### config.mk
export PLATFORM = sky130hd
export DESIGN_NAME = input_sync_rate_control
export DESIGN_NICKNAME = d
export VERILOG_FILES = /design/src/inc/rate_ctrl_pkg.sv /design/src/rate_nco.sv /design/src/input_sync_rate_control.sv
export SDC_FILE = /design/constraint.sdc
export NUM_CORES = 1
export LEC_CHECK = 0
export CAP_MARGIN = 40
export CELL_PAD_IN_SITES_DETAIL_PLACEMENT = 0
export CELL_PAD_IN_SITES_GLOBAL_PLACEMENT = 1
export CORE_MARGIN = 2
export CORE_UTILIZATION = 46
export CTS_BUF_LIST = sky130_fd_sc_hd__clkbuf_16
export DETAILED_ROUTE_END_ITERATION = 16
export DONT_BUFFER_PORTS = 1
export PLACE_DENSITY_LB_ADDON = 0.2
export SLEW_MARGIN = 30
export SYNTH_ARGS = -nofsm -noshare
export SYNTH_HDL_FRONTEND = slang
export SYNTH_SLANG_ARGS = --single-unit
export TNS_END_PERCENT = 50
### constraint.sdc
create_clock -name clk -period 5.3 [get_ports clk]
set_input_delay 0.795 -clock clk [delete_from_list [all_inputs] [get_ports clk]]
set_output_delay 0.795 -clock clk [all_outputs]
set_load 0.01 [all_outputs]
### src/inc/rate_ctrl_pkg.sv
// Purpose: shared constants for the input sync and rate control block
// Assumes: 125 MHz system clock, AXI4-Lite register access
// Notes: rates are in kbit/s, phase steps are 32-bit accumulator increments
package rate_ctrl_pkg;

  // system clock
  localparam longint CLK_HZ = 125000000;
  localparam int ACC_W = 32;

  // register map (byte addresses)
  localparam logic [7:0] CTRL_OFFSET = 8'h00;
  localparam logic [7:0] STATUS_OFFSET = 8'h04;
  localparam logic [31:0] CTRL_RESET = 32'h0000_0000;

  // control register fields
  localparam int CTRL_SEL_LO_BIT = 0;
  localparam int CTRL_SEL_HI_BIT = 1;
  localparam int CTRL_MCLK_DIS_BIT = 2;
  localparam int CTRL_SAMPLE_CLOCK_OUT_EN_BIT = 3;
  localparam int CTRL_SYNC_PULSE_BIT = 4;

  // status register fields
  localparam int STAT_STATE_LSB = 0;    // 4 bits, one-hot sync state
  localparam int STAT_REQ_ACTIVE_BIT = 4;
  localparam int STAT_MUTED_BIT = 5;
  localparam int STAT_FS_LSB = 8;       // 2 bits
  localparam int STAT_RATE_LSB = 12;    // 4 bits

  // AXI responses
  localparam logic [1:0] RESP_OKAY = 2'b00;
  localparam logic [1:0] RESP_DECERR = 2'b11;

  // bit rate index after reset (384 kbit/s)
  localparam logic [3:0] RATE_IDX_RESET = 4'hE;

  // sample rate codes, 44.1 kHz after reset
  localparam logic [1:0] FS_44K1 = 2'h0;
  localparam logic [1:0] FS_48K = 2'h1;
  localparam logic [1:0] FS_32K = 2'h2;
  localparam logic [1:0] FS_RESET = FS_44K1;

  // minimum muted frames on a confirmed sync
  localparam logic [1:0] MUTE_NOCRC_FREE = 2'd2;
  localparam logic [1:0] MUTE_NOCRC_FIXED = 2'd1;
  localparam logic [1:0] MUTE_CRC_FREE = 2'd1;
  localparam logic [1:0] MUTE_CRC_FIXED = 2'd0;

  // generated sample clock is 256 times the sample rate
  localparam longint FS_MULT = 256;
  localparam longint FS_44K1_HZ = 44100;
  localparam longint FS_48K_HZ = 48000;
  localparam longint FS_32K_HZ = 32000;
  localparam logic [31:0] FS_STEP_44K1 = 32'(((FS_MULT * FS_44K1_HZ) << ACC_W) / CLK_HZ);
  localparam logic [31:0] FS_STEP_48K = 32'(((FS_MULT * FS_48K_HZ) << ACC_W) / CLK_HZ);
  localparam logic [31:0] FS_STEP_32K = 32'(((FS_MULT * FS_32K_HZ) << ACC_W) / CLK_HZ);

  // request step per kbit/s: per system clock, or per sample clock input edge
  // at an assumed 44.1 kHz for the 256x and 384x ratios
  localparam longint RATE_LOW_SR = 256;
  localparam longint RATE_HIGH_SR = 384;
  localparam logic [19:0] KBPS_STEP_CLK = 20'((64'd1000 << ACC_W) / CLK_HZ);
  localparam logic [19:0] KBPS_STEP_256 = 20'((64'd1000 << ACC_W) / (RATE_LOW_SR * FS_44K1_HZ));
  localparam logic [19:0] KBPS_STEP_384 = 20'((64'd1000 << ACC_W) / (RATE_HIGH_SR * FS_44K1_HZ));

  // bit rate index to kbit/s
  function automatic logic [8:0] rate_kbps(input logic [3:0] idx);
    logic [8:0] kbps;
    case (idx)
      4'h1: kbps = 9'd32;
      4'h2: kbps = 9'd48;
      4'h3: kbps = 9'd56;
      4'h4: kbps = 9'd64;
      4'h5: kbps = 9'd80;
      4'h6: kbps = 9'd96;
      4'h7: kbps = 9'd112;
      4'h8: kbps = 9'd128;
      4'h9: kbps = 9'd160;
      4'hA: kbps = 9'd192;
      4'hB: kbps = 9'd224;
      4'hC: kbps = 9'd256;
      4'hD: kbps = 9'd320;
      4'hE: kbps = 9'd384;
      default: kbps = 9'd0;
    endcase
    return kbps;
  endfunction : rate_kbps

  // sync search states
  typedef enum logic [3:0] {
    ST_IDLE = 4'b0001,
    ST_SEARCH = 4'b0010,
    ST_VERIFY = 4'b0100,
    ST_LOCKED = 4'b1000
  } sync_state_t;

endpackage : rate_ctrl_pkg

### src/rate_nco.sv
// Purpose: phase accumulator producing a tick and a square wave
// Assumes: step held steady by the caller between changes
// Notes: tick is a one-cycle pulse on each accumulator wrap
`timescale 1ns/10ps
module rate_nco
  import rate_ctrl_pkg::*;
(
  input wire logic clk,
  input wire logic rst,
  input wire logic advance,
  input wire logic [ACC_W-1:0] step,
  output logic tick,
  output logic phaseMsb
);

  logic [ACC_W-1:0] phase;
  logic [ACC_W:0] next_phase;

  assign next_phase = {1'b0, phase} + {1'b0, step};

  // accumulate only when the caller says so; wrap gives the tick
  always_ff @(posedge clk or posedge rst) begin
    if (rst) begin
      phase <= '0;
      tick <= 1'b0;
    end else if (advance) begin
      phase <= next_phase[ACC_W-1:0];
      tick <= next_phase[ACC_W];
    end else begin
      tick <= 1'b0;
    end
  end

  // registered msb so the clock output is glitch free
  always_ff @(posedge clk or posedge rst) begin
    if (rst) begin
      phaseMsb <= 1'b0;
    end else begin
      phaseMsb <= phase[ACC_W-1];
    end
  end

endmodule : rate_nco

### src/input_sync_rate_control.sv
// Purpose: clock outputs, input sync search and master input request rate
// Assumes: clock pins and stop are asynchronous; parser events are on clk
// Notes: clock copies are sampled at 125 MHz, so they carry up to 1 cycle jitter
//
// Added by the designer: the placing of the registers and register access over AXI4-Lite.
`timescale 1ns/10ps
module input_sync_rate_control
  import rate_ctrl_pkg::*;
(
  input wire logic clk,
  input wire logic rst,
  // AXI4-Lite slave
  input wire logic [7:0] s_axi_awaddr,
  input wire logic s_axi_awvalid,
  output logic s_axi_awready,
  input wire logic [31:0] s_axi_wdata,
  input wire logic [3:0] s_axi_wstrb,
  input wire logic s_axi_wvalid,
  output logic s_axi_wready,
  output logic [1:0] s_axi_bresp,
  output logic s_axi_bvalid,
  input wire logic s_axi_bready,
  input wire logic [7:0] s_axi_araddr,
  input wire logic s_axi_arvalid,
  output logic s_axi_arready,
  output logic [31:0] s_axi_rdata,
  output logic [1:0] s_axi_rresp,
  output logic s_axi_rvalid,
  input wire logic s_axi_rready,
  // clock pins and straps
  input wire logic master_clock_in,
  input wire logic sample_clock_in,
  input wire logic crystal_44k_clock_in,
  input wire logic rate_clock_source_select,
  input wire logic sample_clock_ratio_select,
  input wire logic master_clock_freq_select,
  input wire logic stopIn,
  // events from the bitstream parser
  input wire logic dataArriving,
  input wire logic syncPatternSeen,
  input wire logic syncPulseSeen,
  input wire logic frameDone,
  input wire logic frameBad,
  input wire logic crcActive,
  input wire logic freeFormat,
  input wire logic [3:0] decodedRateIdx,
  input wire logic [1:0] decodedFsCode,
  // outputs
  output logic masterClockOut,
  output logic masterClockOutOe,
  output logic sampleClockOut,
  output logic sampleClockOutOe,
  output logic muteOut,
  output logic syncModePulse,
  output logic masterRequestActive,
  output logic masterRequestStrobe,
  output logic [3:0] requestRateIdx
);

  ////////////////////////////////////////////////////////////////////////////
  // pin synchronisers

  logic [1:0] mclkSync;
  logic [2:0] fsclkSync;
  logic [1:0] xtalSync;
  logic [1:0] srcSelSync;
  logic [1:0] ratioSync;
  logic [1:0] freqSync;
  logic [1:0] stopSync;

  // two flops per pin; sample_clock_in gets a third for edge detection
  always_ff @(posedge clk or posedge rst) begin
    if (rst) begin
      mclkSync <= '0;
      fsclkSync <= '0;
      xtalSync <= '0;
      srcSelSync <= '0;
      ratioSync <= '0;
      freqSync <= '0;
      stopSync <= '0;
    end else begin
      mclkSync <= {mclkSync[0], master_clock_in};
      fsclkSync <= {fsclkSync[1:0], sample_clock_in};
      xtalSync <= {xtalSync[0], crystal_44k_clock_in};
      srcSelSync <= {srcSelSync[0], rate_clock_source_select};
      ratioSync <= {ratioSync[0], sample_clock_ratio_select};
      freqSync <= {freqSync[0], master_clock_freq_select};
      stopSync <= {stopSync[0], stopIn};
    end
  end

  logic fsclkRise;
  logic stopNow;
  logic srcExternal;

  assign fsclkRise = fsclkSync[1] & ~fsclkSync[2];
  assign stopNow = stopSync[1];
  assign srcExternal = srcSelSync[1];

  ////////////////////////////////////////////////////////////////////////////
  // registers

  logic [31:0] ctrl;
  logic masterSelected;
  logic awHeld;
  logic wHeld;
  logic [7:0] awAddr;
  logic [31:0] wData;
  logic [3:0] wStrb;
  sync_state_t syncState;
  logic [1:0] fsCode;

  // select 00 is master, 10 or 11 slave; 01 is left as master
  assign masterSelected = ~ctrl[CTRL_SEL_HI_BIT];

  assign s_axi_awready = ~awHeld & ~s_axi_bvalid;
  assign s_axi_wready = ~wHeld & ~s_axi_bvalid;
  assign s_axi_arready = ~s_axi_rvalid;

  // address and data may arrive in either order; hold each until both are in
  always_ff @(posedge clk or posedge rst) begin
    if (rst) begin
      awHeld <= 1'b0;
      wHeld <= 1'b0;
      awAddr <= '0;
      wData <= '0;
      wStrb <= '0;
    end else begin
      if (s_axi_awvalid & s_axi_awready) begin
        awHeld <= 1'b1;
        awAddr <= s_axi_awaddr;
      end else if (awHeld & wHeld) begin
        awHeld <= 1'b0;
      end
      if (s_axi_wvalid & s_axi_wready) begin
        wHeld <= 1'b1;
        wData <= s_axi_wdata;
        wStrb <= s_axi_wstrb;
      end else if (awHeld & wHeld) begin
        wHeld <= 1'b0;
      end
    end
  end

  // write commit and response; only the low byte of ctrl holds fields
  always_ff @(posedge clk or posedge rst) begin
    if (rst) begin
      ctrl <= CTRL_RESET;
      s_axi_bvalid <= 1'b0;
      s_axi_bresp <= RESP_OKAY;
    end else if (awHeld & wHeld) begin
      s_axi_bvalid <= 1'b1;
      if (awAddr == CTRL_OFFSET) begin
        s_axi_bresp <= RESP_OKAY;
        if (wStrb[0]) begin
          ctrl <= {27'h000_0000, wData[4:0]};
        end
      end else if (awAddr == STATUS_OFFSET) begin
        s_axi_bresp <= RESP_OKAY;
      end else begin
        s_axi_bresp <= RESP_DECERR;
      end
    end else if (s_axi_bready) begin
      s_axi_bvalid <= 1'b0;
    end
  end

  // read path; unmapped addresses answer decode error with zero data
  always_ff @(posedge clk or posedge rst) begin
    if (rst) begin
      s_axi_rvalid <= 1'b0;
      s_axi_rdata <= '0;
      s_axi_rresp <= RESP_OKAY;
    end else if (s_axi_arvalid & s_axi_arready) begin
      s_axi_rvalid <= 1'b1;
      s_axi_rresp <= RESP_OKAY;
      s_axi_rdata <= '0;
      if (s_axi_araddr == CTRL_OFFSET) begin
        s_axi_rdata <= ctrl;
      end else if (s_axi_araddr == STATUS_OFFSET) begin
        s_axi_rdata[STAT_STATE_LSB +: 4] <= syncState;
        s_axi_rdata[STAT_REQ_ACTIVE_BIT] <= masterRequestActive;
        s_axi_rdata[STAT_MUTED_BIT] <= muteOut;
        s_axi_rdata[STAT_FS_LSB +: 2] <= fsCode;
        s_axi_rdata[STAT_RATE_LSB +: 4] <= requestRateIdx;
      end else begin
        s_axi_rresp <= RESP_DECERR;
      end
    end else if (s_axi_rready) begin
      s_axi_rvalid <= 1'b0;
    end
  end

  ////////////////////////////////////////////////////////////////////////////
  // sync search and verification

  logic [1:0] muteNeed;
  logic [1:0] muteCount;
  logic syncMark;

  // sync mode picks which kind of mark the search accepts
  assign syncMark = ctrl[CTRL_SYNC_PULSE_BIT] ? syncPulseSeen : syncPatternSeen;
  assign syncModePulse = ctrl[CTRL_SYNC_PULSE_BIT];

  // muted frame count from crc and free format
  always_comb begin
    case ({crcActive, freeFormat})
      2'b01: muteNeed = MUTE_NOCRC_FREE;
      2'b00: muteNeed = MUTE_NOCRC_FIXED;
      2'b11: muteNeed = MUTE_CRC_FREE;
      default: muteNeed = MUTE_CRC_FIXED;
    endcase
  end

  logic confirmNow;

  // confirmation happens on a good frame once enough muted frames passed,
  // or straight away on the mark when none are needed
  assign confirmNow = (syncState == ST_SEARCH && syncMark && muteNeed == 2'd0) ||
                      (syncState == ST_VERIFY && frameDone && !frameBad &&
                       (muteCount + 2'd1) >= muteNeed);

  // stop forces the sync loss; the state stays muted until locked
  always_ff @(posedge clk or posedge rst) begin
    if (rst) begin
      syncState <= ST_IDLE;
      muteCount <= '0;
    end else if (stopNow) begin
      syncState <= ST_IDLE;
      muteCount <= '0;
    end else begin
      case (syncState)
        ST_IDLE: begin
          if (dataArriving) begin
            syncState <= ST_SEARCH;
          end
        end
        ST_SEARCH: begin
          // the first mark is taken at once, so at most the partial frame
          // already under way is skipped
          muteCount <= '0;
          if (confirmNow) begin
            syncState <= ST_LOCKED;
          end else if (syncMark) begin
            syncState <= ST_VERIFY;
          end
        end
        ST_VERIFY: begin
          if (frameBad) begin
            syncState <= ST_SEARCH;
          end else if (confirmNow) begin
            syncState <= ST_LOCKED;
          end else if (frameDone) begin
            muteCount <= muteCount + 2'd1;
          end
        end
        ST_LOCKED: begin
          if (frameBad) begin
            syncState <= ST_SEARCH;
          end
        end
        default: begin
          syncState <= ST_IDLE;
        end
      endcase
    end
  end

  // audio stays muted until the lock is confirmed
  always_ff @(posedge clk or posedge rst) begin
    if (rst) begin
      muteOut <= 1'b1;
    end else begin
      muteOut <= (syncState != ST_LOCKED) | stopNow;
    end
  end

  ////////////////////////////////////////////////////////////////////////////
  // master input request rate

  // the rate index survives slave use, stop and sync loss; only a confirmed
  // sync with a new index changes it
  always_ff @(posedge clk or posedge rst) begin
    if (rst) begin
      requestRateIdx <= RATE_IDX_RESET;
      fsCode <= FS_RESET;
    end else if (confirmNow && masterSelected) begin
      if (decodedRateIdx != requestRateIdx) begin
        requestRateIdx <= decodedRateIdx;
      end
      fsCode <= decodedFsCode;
    end else begin
      requestRateIdx <= requestRateIdx;
    end
  end

  // requests run only on the master input and while stop is low
  always_ff @(posedge clk or posedge rst) begin
    if (rst) begin
      masterRequestActive <= 1'b0;
    end else begin
      masterRequestActive <= masterSelected & ~stopNow;
    end
  end

  logic [19:0] kbpsStep;
  logic [ACC_W-1:0] reqStep;
  logic reqAdvance;

  // crystal source steps every clock; external source steps on each sample
  // clock edge, so the rate follows the real sample rate in proportion
  always_comb begin
    if (!srcExternal) begin
      kbpsStep = KBPS_STEP_CLK;
    end else if (ratioSync[1]) begin
      kbpsStep = KBPS_STEP_384;
    end else begin
      kbpsStep = KBPS_STEP_256;
    end
  end

  // before sync the last selected index drives the request speed
  assign reqStep = ACC_W'(rate_kbps(requestRateIdx)) * ACC_W'(kbpsStep);
  assign reqAdvance = masterRequestActive & (srcExternal ? fsclkRise : 1'b1);

  rate_nco requestNco (
    .clk(clk),
    .rst(rst),
    .advance(reqAdvance),
    .step(reqStep),
    .tick(masterRequestStrobe),
    .phaseMsb()
  );

  ////////////////////////////////////////////////////////////////////////////
  // buffered clock outputs

  logic [ACC_W-1:0] fsStep;
  logic fsGenerated;
  logic crystalMode;

  // crystal mode generates 256 fs from the remembered sample rate
  always_comb begin
    case (fsCode)
      FS_48K: fsStep = FS_STEP_48K;
      FS_32K: fsStep = FS_STEP_32K;
      default: fsStep = FS_STEP_44K1;
    endcase
  end

  assign crystalMode = masterSelected & ~srcExternal;

  rate_nco sampleNco (
    .clk(clk),
    .rst(rst),
    .advance(1'b1),
    .step(fsStep),
    .tick(),
    .phaseMsb(fsGenerated)
  );

  // master clock is a copy of its pin, enabled unless disabled by software
  always_ff @(posedge clk or posedge rst) begin
    if (rst) begin
      masterClockOut <= 1'b0;
      masterClockOutOe <= 1'b1;
    end else begin
      masterClockOut <= mclkSync[1];
      masterClockOutOe <= ~ctrl[CTRL_MCLK_DIS_BIT];
    end
  end

  // sample clock: copy in slave and external modes, generated in crystal mode
  always_ff @(posedge clk or posedge rst) begin
    if (rst) begin
      sampleClockOut <= 1'b0;
      sampleClockOutOe <= 1'b0;
    end else begin
      sampleClockOut <= crystalMode ? fsGenerated : fsclkSync[2];
      sampleClockOutOe <= ctrl[CTRL_SAMPLE_CLOCK_OUT_EN_BIT];
    end
  end

endmodule : input_sync_rate_control

==> results.md, run 1 <==
| Metric | Reported |
|---|---|
| Post-placement setup slack | -0.382 ns |
| Overall die width | 154 µm |
| Max-cap violations | 0 |
| Synthesis-stage register bit count | 129 |
| Via count of the first global-routing pass | 7919 |
| Proportion of synthesized flip-flops having asynchronous set or reset | 100% |
| Top delay family on crit path | adder cells |
| Number of DRC markers after the initial detailed-route iteration | 321 |
| Cells taking the most area after synthesis | dfrtp_1 30%, ha_1 14%, fa_1 12% |
| Final period utilization | 101% |
| Largest net degree at the start of global routing | 86 |
| Count of fill cells added during filler insertion | 1960 |
| Outcome | finished, violations left |
| Worst-Margin Slew | 0.741 ns |
| Number of cell rows | 54 |
| Sequential area share after synthesis | 31.3% |
| Worst-case clock buffer depth | 2 |
| Netlist area before placement | 10300 µm² |
| Combined flip-flop and latch cell area | 3240 µm² |
| Post-synth EDFFs | 0 |
| Final setup violation count | 10 |
| Max Freq | 186 MHz |
| TritonRoute pass-1 iters | 4 |
| Main flop type after synthesis | dfrtp_1 |
| Clock transition at path regs | 0.07 ns |
| Remaining DRCs | 0 |
| Worst reg2reg endpoint | requestNco.phase[24] |
| Vertical extent of the die | 154 µm |
| Critical path start-end classification | reg -> reg |
| Slew Viols, Final | 0 |
| Final critical-path required period | 5.37 ns |
| Global-route wire length before repair | 38.9 mm |
| Antenna fix cells | 0 |
| Effective utilization at floorplan | 47.1% |
| Worst-case headroom to the max-slew limit | 50.4% |
| Source of the worst register-to-register timing path | requestRateIdx[1] |
| Multi-input combinational cell area | 6680 µm² |
| Slowest stage delay, CP | 0.59 ns |
| Failing checks | setup timing |
| Number of H-tree levels | 4 |
| Final worst slack | -0.0741 ns |
| Hold violation total from the final report | 0 |
| Detail Route Antenna Nets | 0 |
| Hold bufs inserted after CTS | 0 |
| Count of port buffers added during placement | 0 |
| CP Buf/Inv Count | 6 |
| Cell mode on critical path | fa_1 |
| Total die area | 23700 µm² |
| Startpoint types | flip-flop |
| Global-route total usage across every layer | 20.5% |
| Type of the most critical hold path | in -> async |
| CTS buffer count | 17 |
| Number of top-level design ports | 132 |
| Data arrival time of the worst path | 5.67 ns |
| Routed wire per std cell | 15.5 µm |
| Core area | 22000 µm² |
| Largest fanout of any net on the critical path | 5 |
| RSZ-0062 raised after global routing | yes |
| Worst clock skew on the final layout | 0.0123 ns |
| Average via count per standard cell | 5.13 |
| Final HPWL DP | 17.9 mm |
| Data required time of the critical path | 5.59 ns |
| Clock net sink count | 129 |
| Vias | 7708 |
| Standard cell with the maximum stage delay on the critical path | dfstp_2 |
| Final estimated routing congestion in global placement | 0.832 |
| Finished Core Util | 57.2% |
| Dominant cell type by area after synthesis | dfrtp_1 |
| Area Overhead vs Synth | 21.4% |
| Path depth of the worst reg2reg path | 23 |
| Reg-to-reg slack, setup | -0.07 ns |
| Clock latency on the worst-skew pair | 0.43 ns |
| Total placed instance area | 11300 µm² |
| Share of cells above drive strength 1 | 22.4% |
| Post-Synthesis Cells | 1098 |
| Synth Area per Inst | 9.42 µm² |
| Crit-path cells | inv_2, a21oi_4, o22ai_4, and2_4, fa_1, inv_1, fa_1, inv_1, fa_1, ha_1, inv_2, fa_1, inv_2, ha_4, o21ai_2, nor2_2, o31a_1, a311oi_4, o31ai_4, o22ai_4, buf_6, xor2_1, o21ai_1 |
| Hold WS | 0.231 ns |
| Warnings from Yosys | 0 |
| Wire length reported by the detailed router | 23.3 mm |
| Root buf cell | clkbuf_16 |
| Synth cell types | 78 |
| Total grt overflow | 0 |
| Clock tree from TritonCTS | done |
| Capturing element type of the critical path | flip-flop |
| Yosys top cell area share | 29.8% |
| Antenna violations before repair | 0 |
| Number of nets in the finished design | 1464 |
| Cell area after layout | 12600 µm² |
## through the flow
step / instances / setup TNS (ns)
6_report: 1502 / -0.402
3_5_place_dp: 1447 / -3.45
2_1_floorplan: 1117 / -0.0240
5_1_grt: 1502 / -3.19
3_3_place_gp: 1447 / -2.73
4_1_cts: 1486 / -1.05
## worst reg2reg max path: cells and delay by family (launching register included)
| family | cells | cell delay [ns] |
|---|---|---|
| flip-flops | 1 | 0.59 |
| AO/OA/AOI/OAI | 8 | 1.42 |
| XOR/XNOR | 1 | 0.15 |
| buffers and inverters | 6 | 0.40 |
| AND/OR/NAND/NOR | 2 | 0.20 |
| adder cells (fa/ha/maj) | 6 | 2.47 |
## cells in the mapped netlist (all sizes together), types with 21 or more instances
master  count
a21o       24
a21oi      59
buf        23
clkbuf     26
dfrtp     123
fa         64
ha        112
inv       185
mux2       21
nand2      93
nor2       50
o21ai      73
xnor2      29
## cell usage in the layout (no fill, tap or decap), types with 6 or more instances in the layout
master,instances
a211oi_1,6
a21o_1,24
a21oi_1,47
a21oi_2,9
a22o_1,8
and2_1,8
and3_1,9
buf_4,112
buf_6,9
clkbuf_16,17
conb_1,20
dfrtp_1,122
dfstp_2,6
fa_1,62
ha_1,98
ha_4,10
inv_1,171
inv_2,12
inv_8,6
mux2_2,21
mux2i_1,6
nand2_1,83
nand2_2,9
nand2b_1,11
nand3_1,17
nand4_1,9
nor2_1,47
nor2b_1,12
nor3_1,10
o21ai_0,57
o21ai_1,11
o21bai_1,6
xnor2_1,27
xor2_1,20
## per-layer routing
metal / vias to the layer above / track usage (%) / share of wire, %
li1: 3872 / - / -
met4: 0 / 5.65 / 1.2
met1: 3735 / 26.7 / 45
met5: - / 0 / 0
met3: 19 / 3.10 / 2.8
met2: 82 / 35.6 / 51
## how the worst max path moves through the flow
stage | slack, ns | cells after the start | start | endpoint
after global placement | -0.27 | 21 | requestRateIdx[1] | requestNco.phase[31]
after global routing | -0.27 | 23 | requestRateIdx[1] | requestNco.phase[24]
after floorplan | -0.02 | 22 | requestRateIdx[3] | requestNco.phase[26]
after detailed placement | -0.38 | 22 | requestRateIdx[1] | requestNco.phase[25]
final | -0.07 | 23 | requestRateIdx[1] | requestNco.phase[24]
after CTS | -0.20 | 21 | requestRateIdx[1] | requestNco.phase[31]
## layout make-up
cell class / count / share of cell area, %
tap: 280 / 2.79
clock inverter: 15 / 1.50
clock buffer: 17 / 3.39
sequential: 129 / 25.8
multi-input combinational: 753 / 53.2
inverter: 186 / 5.63
timing repair buffer: 122 / 7.72
## timing repair
item                                    CTS  global route
pin swaps                                23            58
endpoints found under the hold margin     0             0
endpoints found under the setup margin   18            21
buffers inserted                          7            15
resized for setup                        35            71
## flip-flops by register name, summed over array words and instances (netlist names), 2 cells and up
register          flops
muteCount             2
awAddr                8
syncState             4
sampleNco.phase      32
requestNco.phase     29
fsclkSync             3
srcSelSync            2
requestRateIdx        4
stopSync              2
ctrl                  5
mclkSync              2
wData                 5
s_axi_rdata          12
fsCode                2
ratioSync             2
## cells by family (layout without fill, tap and decap cells)
| family | count (synthesis) | count (layout) | share of synthesized area [%] |
|---|---|---|---|
| AOI/OAI and AO/OA | 232 | 232 | 14.8 |
| xor gates and xnor gates | 49 | 49 | 4.15 |
| adders and majority gates | 177 | 177 | 26.0 |
| buffers and inverters | 235 | 340 | 9.33 |
| DFF | 129 | 129 | 31.3 |
| muxes | 27 | 27 | 2.87 |
| other | 1 | 20 | 0.0362 |
| and+or+nand+nor | 248 | 248 | 11.5 |
Power of run 1 is left out: the tool's default activity adds up to more than one toggle a clock period on the data nets, which glitch-free logic cannot reach.
==> run 2: changes to the inputs <==
--- a/config.mk
+++ b/config.mk
@@ -15,2 +15,3 @@
 export DONT_BUFFER_PORTS = 1
+export GPL_TIMING_DRIVEN = 0
 export PLACE_DENSITY_LB_ADDON = 0.2
@@ -19,2 +20,3 @@
 export SYNTH_HDL_FRONTEND = slang
+export SYNTH_HIERARCHICAL = 1
 export SYNTH_SLANG_ARGS = --single-unit
==> constraint.sdc (replaced) <==
create_clock -name clk -period 5.3 [get_ports clk]
set_input_delay 0.53 -clock clk [delete_from_list [all_inputs] [get_ports clk]]
set_output_delay 0.53 -clock clk [all_outputs]
set_load 0.01 [all_outputs]
==> results.md, run 2 <==
| Metric | Reported | Change |
|---|---|---|
| Outcome | finished, violations left |  |
| Failing checks | setup timing |  |
| Hold violation total from the final report | 0 | unchanged |
| Cell area after layout | 15200 µm² | +21% |
| Effective utilization at floorplan | 46.4% | -0.74 points |
| Worst clock skew on the final layout | 0.0137 ns | +0.00141 ns |
| Count of port buffers added during placement | 0 | unchanged |
| Average via count per standard cell | 5.69 | +11% |
| Final HPWL DP | 22.9 mm | +28% |
| Uppermost signal routing layer after detailed routing | met4 |  |
| Clock transition at path regs | 0.07 ns | about the same |
| Final period utilization | 120% | +19 points |
| Data arrival time of the worst path | 6.75 ns | +1.08 ns |
| Global-route total usage across every layer | 23.7% | +3.2 points |
| Vias | 10000 | +30% |
| Number of top-level design ports | 132 | unchanged |
| Post-Synthesis Cells | 1277 | +16% |
| Final critical-path required period | 6.38 ns | +1.01 ns |
| Type of the most critical hold path | in -> reg |  |
| Share of cells above drive strength 1 | 31.1% | +8.7 points |
| Count of fill cells added during filler insertion | 2263 | +15% |
| Total grt overflow | 0 | unchanged |
| Total placed instance area | 12900 µm² | +14% |
| Clock tree from TritonCTS | done |  |
| RSZ-0062 raised after global routing | yes |  |
| Cell mode on critical path | fa_1 |  |
| CTS buffer count | 17 | unchanged |
| Reg-to-reg slack, setup | -1.08 ns | -1.01 ns |
| Number of cell rows | 59 | +9.3% |
| Global-route wire length before repair | 51.0 mm | +31% |
| Root buf cell | clkbuf_16 |  |
| Sum of met2 wire segment lengths after detailed routing | 15.1 mm | +28% |
| Final setup violation count | 21 | +11 |
| Vertical extent of the die | 165 µm | +7.4% |
| Largest net degree at the start of global routing | 35 | -59% |
| Max-cap violations | 0 | unchanged |
| M1 wire length | 14.9 mm | +42% |
| Area Overhead vs Synth | 26.8% |  |
| Routed wire per std cell | 18.1 µm | +17% |
| Worst-Margin Slew | 0.786 ns | +0.0454 ns |
| Capturing element type of the critical path | flip-flop |  |
| Critical path start-end classification | reg -> reg |  |
| Synth Area per Inst | 9.38 µm² | -0.41% |
| Worst-case clock buffer depth | 2 | unchanged |
| Worst-case headroom to the max-slew limit | 47.6% | -2.8 points |
| TritonRoute pass-1 iters | 5 | +1 |
| Amount of wire on met3 after detailed routing | 1.56 mm | +140% |
| Slowest stage delay, CP | 0.71 ns | +0.12 ns |
| Top library cells by usage in the layout, fill and taps aside | 125 x dfrtp_1, 102 x ha_1, 85 x nand2_1 |  |
| Via count of the first global-routing pass | 10100 | +27% |
| Core area | 25800 µm² | +18% |
| Max Freq | 157 MHz | -16% |
| Number of H-tree levels | 4 | unchanged |
| Largest fanout of any net on the critical path | 6 | +1 |
| Setup TNS | -14.75 ns | -14.35 ns |
| Netlist area before placement | 12000 µm² | +16% |
| Wire length reported by the detailed router | 31.9 mm | +37% |
| Remaining DRCs | 0 | unchanged |
| Final worst slack | -1.08 ns | -1.01 ns |
| Most common library cell in the layout ignoring fill and taps | dfrtp_1 |  |
| Finished Core Util | 58.8% | +1.6 points |
| Number of DRC markers after the initial detailed-route iteration | 659 | +110% |
| Overall die width | 165 µm | +7.4% |
| Standard cell with the maximum stage delay on the critical path | dfstp_4 |  |
| Clock latency on the worst-skew pair | 0.43 ns | about the same |
| Clock net sink count | 132 | +2.3% |
| Slew Viols, Final | 0 | unchanged |
| Number of nets in the finished design | 1681 | +15% |
| Detail Route Antenna Nets | 0 | unchanged |
| Total die area | 27400 µm² | +15% |
| Warnings from Yosys | 6 | +6 |
| Biggest regs | requestNco/phase: 32 flops, sampleNco/phase: 32 flops, s_axi_rdata: 12 flops |  |
| Final estimated routing congestion in global placement | 0.859 | +3.3% |
| Startpoint types | flip-flop |  |
| Antenna violations before repair | 2 | +2 |
| Data required time of the critical path | 5.66 ns | +0.07 ns |
==> run 2: through the flow <==
step	hold slack, ns	worst slack, ns	cells
after global routing	0.103	-1.29	1761
final	0.122	-1.08	1761
after detailed placement	0.335	-1.82	1656
after CTS	0.103	-1.04	1738
after global placement	0.332	-1.76	1652
after floorplan	0.331	-0.728	1317
==> run 2: final cells by class <==
| class | count | area, µm² | area share (%) |
|---|---|---|---|
| Antenna cell | 2 | 5.00 | 0.0330 |
| Buffer | 59 | 383 | 2.52 |
| Clock buffer | 17 | 425 | 2.80 |
| Clock inverter | 15 | 163 | 1.07 |
| Inverter | 102 | 404 | 2.66 |
| Multi-Input combinational cell | 1019 | 9340 | 61.5 |
| Sequential cell | 132 | 3320 | 21.9 |
| Tap cell | 335 | 419 | 2.76 |
| Timing Repair Buffer | 80 | 728 | 4.79 |
==> run 2: worst paths after layout <==
kind,startpoint,to,cells past startpoint
min in group asynchronous,rst,sampleNco/phase[27],2
min reg2reg,srcSelSync[0],srcSelSync[1],0
min,sample_clock_ratio_select,ratioSync[0],0
max,requestRateIdx[1],requestNco/phase[30],26
max reg2reg,requestRateIdx[1],requestNco/phase[30],26
max in group asynchronous,rst,masterClockOutOe,3
==> run 2: worst max-delay path, delay by kind of cell (launching register included) <==
kind	cells	cell delay [ns]
AND/OR/NAND/NOR	7	0.90
buffers and inverters	4	0.27
adder cells (fa/ha/maj)	6	2.29
flip-flops	1	0.71
AO/OA/AOI/OAI	9	2.12
==> run 2: routing by layer <==
layer	track usage, %	vias to the layer above
met3	4.17	30
met2	39.2	265
li1	-	4823
met5	0	-
met1	32.5	4900
met4	5.17	0
==> run 2: repair_timing <==
action	in CTS	in global routing
setup buffers	56	22
pin swaps	75	56
hold buffers	1	0
gates resized for setup	142	87
endpoints found under the hold margin	33	0
gates cloned	0	0
endpoints found under the setup margin	23	22
Power of run 2 is left out for the same reason.
==> run 3: changes to the inputs <==
- PLACE_DENSITY_LB_ADDON: 0.2 -> 0.1
==> results.md, run 3 (synthesized netlist as in run 2, its figures left out) <==
| Metric | Reported | Change |
|---|---|---|
| Standard cell with the maximum stage delay on the critical path | dfstp_2 |  |
| Final period utilization | 120% | about the same |
| Type of the most critical hold path | in -> reg |  |
| Final worst slack | -1.08 ns | +0.00592 ns |
| Hold wc startpoint | master_clock_in |  |
| Average via count per standard cell | 5.55 | -2.5% |
| Number of cell rows | 59 | unchanged |
| Clock tree from TritonCTS | done |  |
| Slew Viols, Final | 0 | unchanged |
| Worst-case headroom to the max-slew limit | 54.7% | +7.2 points |
| RSZ-0062 raised after global routing | yes |  |
| Final HPWL DP | 22.8 mm | -0.64% |
| Share of cells above drive strength 1 | 30.1% | -0.96 points |
| Number of top-level design ports | 132 | unchanged |
| Slowest stage delay, CP | 0.67 ns | -0.04 ns |
| Number of DRC markers after the initial detailed-route iteration | 492 | -25% |
| Vias | 9704 | -3.1% |
| Placed cell count | 1656 | unchanged |
| Clock net sink count | 132 | unchanged |
| Combined flip-flop and latch cell area | 3310 µm² | -0.23% |
| Filler-free cell count of the finished design | 1749 | -0.68% |
| Final setup violation count | 20 | -4.8% |
| Final critical-path required period | 6.38 ns | -0.00592 ns |
| Count of fill cells added during filler insertion | 2301 | +1.7% |
| Global-route total usage across every layer | 22.9% | -0.79 points |
| Wire length reported by the detailed router | 30.8 mm | -3.5% |
| Multi-input combinational cell area | 9180 µm² | -1.7% |
| Antenna violations before repair | 2 | unchanged |
| Remaining DRCs | 0 | unchanged |
| Total die area | 27400 µm² | unchanged |
| Critical path start-end classification | reg -> reg |  |
| Via count of the first global-routing pass | 9396 | -6.5% |
| Final estimated routing congestion in global placement | 0.831 | -3.2% |
| Clock transition at path regs | 0.08 ns | about the same |
| Root buf cell | clkbuf_16 |  |
| Largest net degree at the start of global routing | 47 | +34% |
| Overall die width | 165 µm | unchanged |
| Max-cap violations | 0 | unchanged |
| Most common library cell in the layout ignoring fill and taps | dfrtp_1 |  |
| Total placed instance area | 13000 µm² | +0.12% |
| Data required time of the critical path | 5.67 ns | about the same |
| Source of the worst register-to-register timing path | requestRateIdx[1] |  |
| Number of nets in the finished design | 1670 | -0.65% |
| Clock latency on the worst-skew pair | 0.43 ns | about the same |
| CTS buffer count | 17 | unchanged |
| Biggest regs | requestNco/phase: 32 flops, sampleNco/phase: 32 flops, s_axi_rdata: 12 flops |  |
| Vertical extent of the die | 165 µm | unchanged |
| CP Buf/Inv Count | 6 | +2 |
| Cell mode on critical path | inv_2 |  |
| Largest fanout of any net on the critical path | 6 | unchanged |
| Worst clock skew on the final layout | 0.0147 ns | +0.000979 ns |
| Top delay family on crit path | adder cells |  |
| Count of port buffers added during placement | 0 | unchanged |
| Worst-Margin Slew | 0.679 ns | -0.107 ns |
| Data arrival time of the worst path | 6.75 ns | about the same |
| Worst-case clock buffer depth | 2 | unchanged |
| Detail Route Antenna Nets | 0 | unchanged |
| TritonRoute pass-1 iters | 5 | unchanged |
| Number of H-tree levels | 4 | unchanged |
| Startpoint types | flip-flop |  |
| Total grt overflow | 0 | unchanged |
| Global-route wire length before repair | 49.0 mm | -3.8% |
| Routed wire per std cell | 17.6 µm | -2.8% |
| Max Freq | 157 MHz | about the same |
| Failing checks | setup timing |  |
| Core area | 25800 µm² | unchanged |
| Area Overhead vs Synth | 24.8% |  |
| Hold violation total from the final report | 0 | unchanged |
| Cell area after layout | 14900 µm² | -1.6% |
| Outcome | finished, violations left |  |
| Top library cells by usage in the layout, fill and taps aside | 125 x dfrtp_1, 102 x ha_1, 86 x nand2_1 |  |
| Capturing element type of the critical path | flip-flop |  |
| CP Launch Point | requestRateIdx[1] |  |
| Effective utilization at floorplan | 46.4% | unchanged |
## run 3: changes by cell type in the layout (fill, tap and decap cells not counted), moves of 5 or more
cell     change
ha_4         -5
nand2_2      +5
ha_2         +5
buf_6        -7
nand3_1      +5
nand3_2      -5
## run 3: worst paths after layout
kind	cells after the start	to	slack [ns]
max in group asynchronous	3	syncState[0]	4.08
worst max register to register	28	requestNco/phase[30]	-1.08
worst min register to register	0	fsclkSync[1]	0.35
worst max-delay path	28	requestNco/phase[30]	-1.08
worst min-delay path	0	mclkSync[0]	0.12
min in group asynchronous	2	s_axi_rdata[5]	0.63
## run 3: worst reg2reg max path, delay by kind of cell, from the launching register on
kind / cells / cell delay, ns
buffers and inverters: 6 / 0.49
adder cells (fa/ha/maj): 6 / 2.08
AND/OR/NAND/NOR: 8 / 1.16
flip-flops: 1 / 0.67
AO/OA/AOI/OAI: 8 / 1.94
## run 3: what timing repair did
| action | 4_1_cts | 5_1_grt |
|---|---|---|
| resized for setup | 93 | 96 |
| pin swaps | 52 | 69 |
| setup buffers | 39 | 26 |
| hold endpoints to repair | 29 | 0 |
| hold buffers | 1 | 0 |
| setup endpoints to repair | 22 | 22 |
## run 3: cell type report
type | instances | area share [%]
inverters | 102 | 2.65
flip-flops and latches | 132 | 22.2
clock buffers | 17 | 2.85
diodes | 1 | 0.0167
well taps | 335 | 2.80
repair buffers | 70 | 4.10
clock inverters | 15 | 1.52
multi-input cells | 1019 | 61.4
plain buffers | 58 | 2.50
## run 3: layer usage
layer	wire, µm	global-route usage, %	vias to the layer above
met2	14500	36.3	187
met3	1240	4.12	20
met1	14800	32.6	4702
met5	0	0	-
met4	286	5.33	0
li1	-	-	4795
## run 3: stage by stage
| stage | TNS (ns) | hold WS [ns] | utilization (%) | setup slack [ns] |
|---|---|---|---|---|
| floorplan | -4.51 | 0.331 | - | -0.728 |
| finish | -14.25 | 0.119 | 57.9 | -1.08 |
| global placement | -21.20 | 0.332 | 49.8 | -1.68 |
| CTS | -14.33 | 0.102 | 55.3 | -1.07 |
| detailed placement | -20.87 | 0.340 | 50.1 | -1.66 |
| global route | -19.45 | 0.0956 | 57.9 | -1.33 |
Power of run 3 is left out for the same reason.
